[config.mk]
export PLATFORM = sky130hd
export DESIGN_NAME = mdsm_top
export DESIGN_NICKNAME = d
export VERILOG_FILES = /design/src/mdsm_pkg.sv /design/src/mdsm_mdc_if.sv /design/src/mdsm_mdc_gen.sv /design/src/mdsm_top.sv
export SDC_FILE = /design/constraint.sdc
export NUM_CORES = 1
export LEC_CHECK = 0
export ABC_CLOCK_PERIOD_IN_PS = 2550
export BUFFER_PORTS_ARGS = -buffer_cell sky130_fd_sc_hd__buf_4
export CAP_MARGIN = 5
export CORE_UTILIZATION = 55
export DETAILED_ROUTE_END_ITERATION = 6
export PLACE_DENSITY_LB_ADDON = 0.08
export SLEW_MARGIN = 10
export SYNTH_ARGS = -nofsm -noshare
export SYNTH_HDL_FRONTEND = slang
export SYNTH_SLANG_ARGS = --single-unit
[constraint.sdc]
create_clock -name clk -period 2.55 [get_ports clk]
set_input_delay 0.51 -clock clk [delete_from_list [all_inputs] [get_ports clk]]
set_output_delay 0.51 -clock clk [all_outputs]
set_load 0.02 [all_outputs]
[src/mdsm_pkg.sv]
/*
  Constants for the MDIO station manager: frame layout, opcodes,
  field positions and divider limits.
  Assumes a 100 MHz management clock and clause 22 framing.
*/
`default_nettype none
package mdsm_pkg;
  localparam int unsigned CLK_HZ = 100_000_000;
  localparam int unsigned MDC_MAX_HZ = 2_500_000;
  // Smallest divider that keeps mdc at or below the bus limit
  localparam int unsigned MDC_MIN_DIV = (CLK_HZ + 2 * MDC_MAX_HZ - 1) / (2 * MDC_MAX_HZ) - 1;
  localparam logic [4:0] DIV_OFF = 5'h00;
  localparam logic [4:0] DIV_RESET = 5'h00;
  localparam logic [31:0] PRE_ONES = 32'hFFFF_FFFF;
  localparam logic [1:0] START_BITS = 2'h1;
  localparam logic [1:0] OP_WRITE = 2'h1;
  localparam logic [1:0] OP_READ = 2'h2;
  localparam logic [1:0] TA_WRITE = 2'h2;
  localparam logic [1:0] TA_READ = 2'h3;
  localparam logic [5:0] OP_POS = 6'h22;
  localparam logic [5:0] TA_POS = 6'h2E;
  localparam logic [5:0] DATA_POS = 6'h30;
  localparam logic [5:0] LAST_BIT = 6'h3F;
  localparam logic [5:0] PRE_LEN = 6'h20;
  localparam int unsigned PHY_HI = 9;
  localparam int unsigned PHY_LO = 5;
  localparam int unsigned REG_HI = 4;
  localparam int unsigned REG_LO = 0;
  typedef enum logic {ST_IDLE, ST_SHIFT} mdsm_state_t;
endpackage
`default_nettype wire

[src/mdsm_mdc_if.sv]
/*
  Carrier between the frame engine and the mdc generator.
  Assumes both ends sit on the same management clock.
*/
`timescale 1ns/1ps
`default_nettype none
interface mdsm_mdc_if;
  logic [4:0] divider;
  logic run;
  logic mdc;
  logic rise;
  modport gen (input divider, input run, output mdc, output rise);
  modport core (output divider, output run, input mdc, input rise);
endinterface
`default_nettype wire

[src/mdsm_mdc_gen.sv]
/*
  mdc generator: divides clk by 2*(1+divider), low while stopped,
  and flags each rising edge of mdc with a one-cycle pulse.
  Assumes divider is non-zero whenever run is high.
*/
`timescale 1ns/1ps
`default_nettype none
module mdsm_mdc_gen
  import mdsm_pkg::*;
(
  input wire logic clk,
  input wire logic rst,
  mdsm_mdc_if.gen tick
);
  logic [4:0] half_cnt_q;
  logic mdc_q;
  logic rise_q;

  // Half period of divider+1 clocks
  always_ff @(posedge clk) begin
    if (rst || !tick.run) begin
      half_cnt_q <= 5'h00;
      mdc_q <= 1'b0;
      rise_q <= 1'b0;
    end else if (half_cnt_q == tick.divider) begin
      half_cnt_q <= 5'h00;
      mdc_q <= !mdc_q;
      rise_q <= !mdc_q;
    end else begin
      half_cnt_q <= 5'(half_cnt_q + 5'h01);
      rise_q <= 1'b0;
    end
  end

  assign tick.mdc = mdc_q;
  assign tick.rise = rise_q;
endmodule // mdsm_mdc_gen
`default_nettype wire

[src/mdsm_top.sv]
/*
  MDIO station manager: runs clause 22 read and write frames on a
  two-wire mdc/mdio link on request from the host management port.
  Assumes host inputs are on clk; mdio_in comes from the pad.
*/
// Functional notes
// - Opcode 01 sends a write frame carrying sixteen data bits.
// - Opcode 10 sends a read frame; PHY returns sixteen data bits.
// - Block makes mdc itself from clk using the five-bit divider.
// - mdc frequency is clk frequency over 2*(1+divider).
// - Divider resets to zero; zero keeps the interface disabled. Here mdc_divider is a host input that rst does not clear.
// - Requests reach MDIO only while mdio_path_select is high.
// - Host opcode goes unchanged into the frame opcode field.
// - PHY address is address bits 9:5, register address bits 4:0.
// - Write word bits 15:0 form the write data field.
// - Read data field lands on read word bits 15:0.
// - Idle flag high whenever a new transaction can be taken.
// - A request pulse starts the frame on the bus.
// - Requests during a transaction are ignored harmlessly.
// - Idle flag low while the frame is shifting.
// - Idle rises at frame end with read data already valid.
// - Link is mdc plus one shared bidirectional mdio line.
`timescale 1ns/1ps
`default_nettype none
module mdsm_top
  import mdsm_pkg::*;
(
  input wire logic clk,
  input wire logic rst,
  input wire logic mdio_path_select,
  input wire logic mgmt_request_pulse,
  input wire logic [1:0] host_operation_code,
  input wire logic [9:0] mgmt_target_address,
  input wire logic [15:0] mgmt_write_word,
  input wire logic [4:0] mdc_divider,
  input wire logic mdio_enable,
  input wire logic mdio_in,
  output logic mdc,
  output logic mdio_out,
  output logic mdio_oe_n,
  output logic serial_mgmt_idle,
  output logic [15:0] mgmt_read_word
);

  ////////////////////////////////////////////////////////////////////
  // Helpers

  function automatic logic released(input logic [1:0] op, input logic [5:0] idx);
    released = (op == OP_READ) && (idx >= TA_POS);
  endfunction

  function automatic logic [63:0] build_frame(input logic [1:0] op,
                                              input logic [9:0] addr,
                                              input logic [15:0] data);
    build_frame = {PRE_ONES, START_BITS, op, addr[PHY_HI:PHY_LO], addr[REG_HI:REG_LO],
                   (op == OP_READ) ? TA_READ : TA_WRITE, data};
  endfunction

  ////////////////////////////////////////////////////////////////////
  // mdc generation

  mdsm_mdc_if tick ();
  logic enabled;

  assign enabled = mdio_enable && (mdc_divider != DIV_OFF);
  assign tick.divider = mdc_divider;
  assign tick.run = enabled;

  mdsm_mdc_gen u_mdc_gen (
    .clk (clk),
    .rst (rst),
    .tick (tick)
  );

  assign mdc = tick.mdc;

  ////////////////////////////////////////////////////////////////////
  // Pad input synchroniser

  logic mdio_meta_q;
  logic mdio_sync_q;

  always_ff @(posedge clk) begin
    if (rst) begin
      mdio_meta_q <= 1'b1;
      mdio_sync_q <= 1'b1;
    end else begin
      mdio_meta_q <= mdio_in;
      mdio_sync_q <= mdio_meta_q;
    end
  end

  ////////////////////////////////////////////////////////////////////
  // Frame engine

  mdsm_state_t state_q;
  logic [5:0] bit_cnt_q;
  logic [63:0] frame_q;
  logic [1:0] op_q;
  logic mdio_out_q;
  logic mdio_oe_n_q;
  logic accept;
  logic last_rise;

  assign accept = enabled && (state_q == ST_IDLE) && mgmt_request_pulse
                  && mdio_path_select;
  assign last_rise = (state_q == ST_SHIFT) && tick.rise && (bit_cnt_q == LAST_BIT);

  always_ff @(posedge clk) begin
    if (rst) begin
      state_q <= ST_IDLE;
      bit_cnt_q <= 6'h00;
      frame_q <= 64'h0;
      op_q <= 2'h0;
      mdio_out_q <= 1'b1;
      mdio_oe_n_q <= 1'b1;
    end else if (!enabled) begin
      state_q <= ST_IDLE;
      mdio_out_q <= 1'b1;
      mdio_oe_n_q <= 1'b1;
    end else begin
      case (state_q)
        ST_IDLE: begin
          if (accept) begin
            state_q <= ST_SHIFT;
            bit_cnt_q <= 6'h00;
            // Write word captured with the request
            frame_q <= build_frame(host_operation_code, mgmt_target_address,
                                   mgmt_write_word);
            op_q <= host_operation_code;
            mdio_out_q <= PRE_ONES[31];
            mdio_oe_n_q <= 1'b0;
          end
        end
        ST_SHIFT: begin
          if (tick.rise) begin
            if (bit_cnt_q == LAST_BIT) begin
              state_q <= ST_IDLE;
              mdio_out_q <= 1'b1;
              mdio_oe_n_q <= 1'b1;
            end else begin
              bit_cnt_q <= 6'(bit_cnt_q + 6'h01);
              frame_q <= {frame_q[62:0], 1'b0};
              mdio_out_q <= frame_q[62];
              mdio_oe_n_q <= released(op_q, 6'(bit_cnt_q + 6'h01));
            end
          end
        end
        default: state_q <= ST_IDLE;
      endcase
    end
  end

  ////////////////////////////////////////////////////////////////////
  // Read data capture

  logic [15:0] shift_in_q;
  logic [15:0] read_word_q;
  logic [15:0] shift_in_d;

  assign shift_in_d = {shift_in_q[14:0], mdio_sync_q};

  always_ff @(posedge clk) begin
    if (rst) begin
      shift_in_q <= 16'h0000;
      read_word_q <= 16'h0000;
    end else if ((state_q == ST_SHIFT) && tick.rise && (op_q == OP_READ)
                 && (bit_cnt_q >= DATA_POS)) begin
      shift_in_q <= shift_in_d;
      if (bit_cnt_q == LAST_BIT) begin
        read_word_q <= shift_in_d;
      end
    end
  end

  ////////////////////////////////////////////////////////////////////
  // Ready flag

  logic idle_q;

  always_ff @(posedge clk) begin
    if (rst) begin
      idle_q <= 1'b0;
    end else begin
      idle_q <= enabled && !accept
                && ((state_q == ST_IDLE) || last_rise);
    end
  end

  assign mdio_out = mdio_out_q;
  assign mdio_oe_n = mdio_oe_n_q;
  assign serial_mgmt_idle = idle_q;
  assign mgmt_read_word = read_word_q;

  logic [6:0] since_rise_q;
  logic [4:0] div_at_rise_q;
  logic period_ok_q;

  always_ff @(posedge clk) begin
    if (rst) begin
      since_rise_q <= 7'h00;
      div_at_rise_q <= 5'h00;
      period_ok_q <= 1'b0;
    end else if (!enabled) begin
      period_ok_q <= 1'b0;
    end else if (tick.rise) begin
      since_rise_q <= 7'h01;
      div_at_rise_q <= mdc_divider;
      period_ok_q <= 1'b1;
    end else if (since_rise_q != 7'h7F) begin
      since_rise_q <= 7'(since_rise_q + 7'h01);
    end
  end
endmodule // mdsm_top
`default_nettype wire

==> out/qor.yml <==
run_status:
  outcome: "finished, final reports clean"
synth:
  mappedNetlistArea_um2: 4640
  synth_cell_types: 41
  synth_flop_cell: "dfxtp_1"
  syn_nets: 573
  synth_edf_count: 0
  netlist.area_leader.share_pct: 49.6
  synth_seq_cells: 115
  avgSynthCellArea_um2: 8.75
  ys_seq_area_share_pct: 49.6
  yosys_warnings: 0
  synth.most_common_cell: "dfxtp_1"
  synth_commonest_cells: "dfxtp_1 (115), nor2_1 (74), nand2_1 (72), a21oi_1 (38), inv_1 (37)"
  synth.area.top_cells: "dfxtp_1 (50%), a311oi_1 (6.2%), nor2_1 (6.0%)"
  async_flop_share_pct: 0
  synth_cells: 531
  yosysTopAreaCell: "dfxtp_1"
placement:
  gp_congestion: 0.765
  numPortBuffers: 58
  hpwl_um: 5730
  placed_cells: 663
sta:
  slew_violations: 0
  period_share_pct: 85.1
  hold_violations: 0
  tns_ns: 0
  fin_skew_ns: 0.00962
  fin_hold_ws_ns: 0.193
  rsz0062_at_grt: "no"
  tightest_slew_ns: 0.575
  period_minus_slack_ns: 2.17
  max_slew_margin_pct: 61.5
  fmax_ghz: 0.461
  setup_viol: 0
die:
  ios: 59
  num_rows: 33
  core_um2: 8180
  dieHeight_um: 93.9
  initial_core_util_pct: 56.8
  dieArea_um2: 8820
  die_x_um: 93.9
detailed_routing:
  drt_iter0_markers: 159
  drtAntennaViolNets: 0
  routed_wl_um: 8940
  wl_per_cell_um: 12.9
  avgViaCountPerCell: 5.40
  drt_pass1_iterations: 5
  via_count: 3751
  drc: 0
clocking:
  clkTransAtPathRegs_ns: 0.05
  worstSkewPairLatency_ns: 0.51
  ctsHoldBuffers: 0
  cts_setup_buffers: 0
  clock_path_buffers: 2
  ctsResizeCount: 0
  cts-root-buf: "clkbuf_8"
  tritoncts: "yes"
  h-tree-depth: 4
  cts.sinks: 115
  cts_made_buffers: 17
global_routing:
  overflow: 0
  grt_start_max_net_pins: 123
  grt_usage_pct: 22.0
  grt_first_pass_wirelength_um: 15200
  antenna_found_initial: 0
  grt_pass1_vias: 3516
power_and_ir_drop:
  power_density_nw_per_um2: 757
  irDropWorstVdd_uv: 469
  leakagePower_nw: 1.97
critical_path:
  cp-startpoint: "bit_cnt_q[0]$_SDFFE_PP0P_"
  cp-start-kind: "flip-flop"
  worstPathArrival_ns: 2.57
  critPathRequiredTime_ns: 2.95
  setup.worst_path.class: "reg -> reg"
  worstPathMaxFanout: 122
  end_kind: "flip-flop"
  r2r_start: "bit_cnt_q[0]$_SDFFE_PP0P_"
layout:
  n_antenna_cell: 0
  fillers: 696
  drive_gt1_share_pct: 17.6
  fin_util_pct: 68.9
  instances_no_fill: 695
  fin_nets: 619
  synthToLayoutAreaGrowth_pct: 21.3
hold_path:
  hp-class: "in -> reg"
  hp-start: "mdio_in"
run:
  maxCapViolCount: 0
==> power breakdown <==
part	switching, mW	leakage, nW	internal [mW]
logic	0.132	0.777	0.113
clock network	0.818	0.257	1.31
registers	0.0310	0.936	1.86
==> per-layer routing <==
layer	part of all wire, %	vias to the layer above	track usage [%]
met5	0	-	0
met4	1.7	0	10.0
met3	4.0	14	6.88
met2	48	65	37.5
met1	47	1746	25.1
li1	-	1926	-
==> flip-flops by register name, indices dropped and copies added (netlist names), 2 cells and up <==
register,flops
mgmt_read_word,16
shift_in_q,15
frame_q,63
u_mdc_gen.half_cnt_q,5
bit_cnt_q,6
op_q,2
==> area by class of cell <==
cell class / count / area [µm²] / area share [%]
tap: 105 / 131 / 2.33
inverter: 37 / 139 / 2.46
sequential: 115 / 2300 / 40.9
multi-input combinational: 340 / 2010 / 35.6
clock inverter: 12 / 110 / 1.95
clock buffer: 20 / 435 / 7.73
timing repair buffer: 66 / 508 / 9.01
==> path summary, 6_finish.rpt <==
| path | end | slack, ns | cells after the start |
|---|---|---|---|
| max reg2reg | frame_q[35]$_SDFFE_PP0P_ | 0.38 | 7 |
| min reg2reg | mdio_sync_q$_SDFF_PP1_ | 0.41 | 1 |
| max | frame_q[35]$_SDFFE_PP0P_ | 0.38 | 7 |
| min | mdio_meta_q$_SDFF_PP1_ | 0.19 | 2 |
==> stage by stage <==
stage                     setup slack (ns)  power, mW  area [µm²]
after floorplan                      0.629       2.09        4640
final                                0.380       4.27        5640
after detailed placement             0.338       2.17        5090
after CTS                            0.399       4.31        5640
after global placement               0.402       2.16        5090
after global routing                 0.184       4.42        5640
==> cell families after synthesis <==
logic type | after synthesis | share of synthesized area, %
multiplexers | 27 | 5.82
buffers and inverters | 76 | 7.35
flip-flops | 115 | 49.6
AND/OR/NAND/NOR | 180 | 16.5
adder cells (fa/ha/maj) | 3 | 0.808
AO/OA/AOI/OAI | 119 | 17.8
XOR/XNOR | 11 | 2.07
==> worst max-delay path, cell delays in order (launching register included) <==
cell and delay, ns:
dfxtp_1 0.35, ha_1 0.28, nand3_1 0.24, o21ai_1 0.17, a21oi_4 0.19, buf_12 0.35
nor2_1 0.10, a311oi_1 0.28
==> cell usage in the layout, fill, tap and decap left out, drive strengths merged <==
cell type  instances
a2111oi            1
a211oi            30
a21o               1
a21oi             39
a22oi              2
a2bb2oi            1
a311oi            33
a31oi              2
and2               3
and3b              1
buf               66
bufinv             1
clkbuf            20
clkinv             7
clkinvlp           4
dfxtp            115
ha                 3
inv               37
mux2i             27
nand2             73
nand2b             2
nand3              5
nand3b             2
nand4              2
nor2              74
nor3               9
nor3b              1
nor4               1
o21ai              8
o311a              1
o31a               1
or2                2
or3                3
or4                2
xnor2              5
xor2               6
No activity file was read; power rests on OpenSTA's default activity.
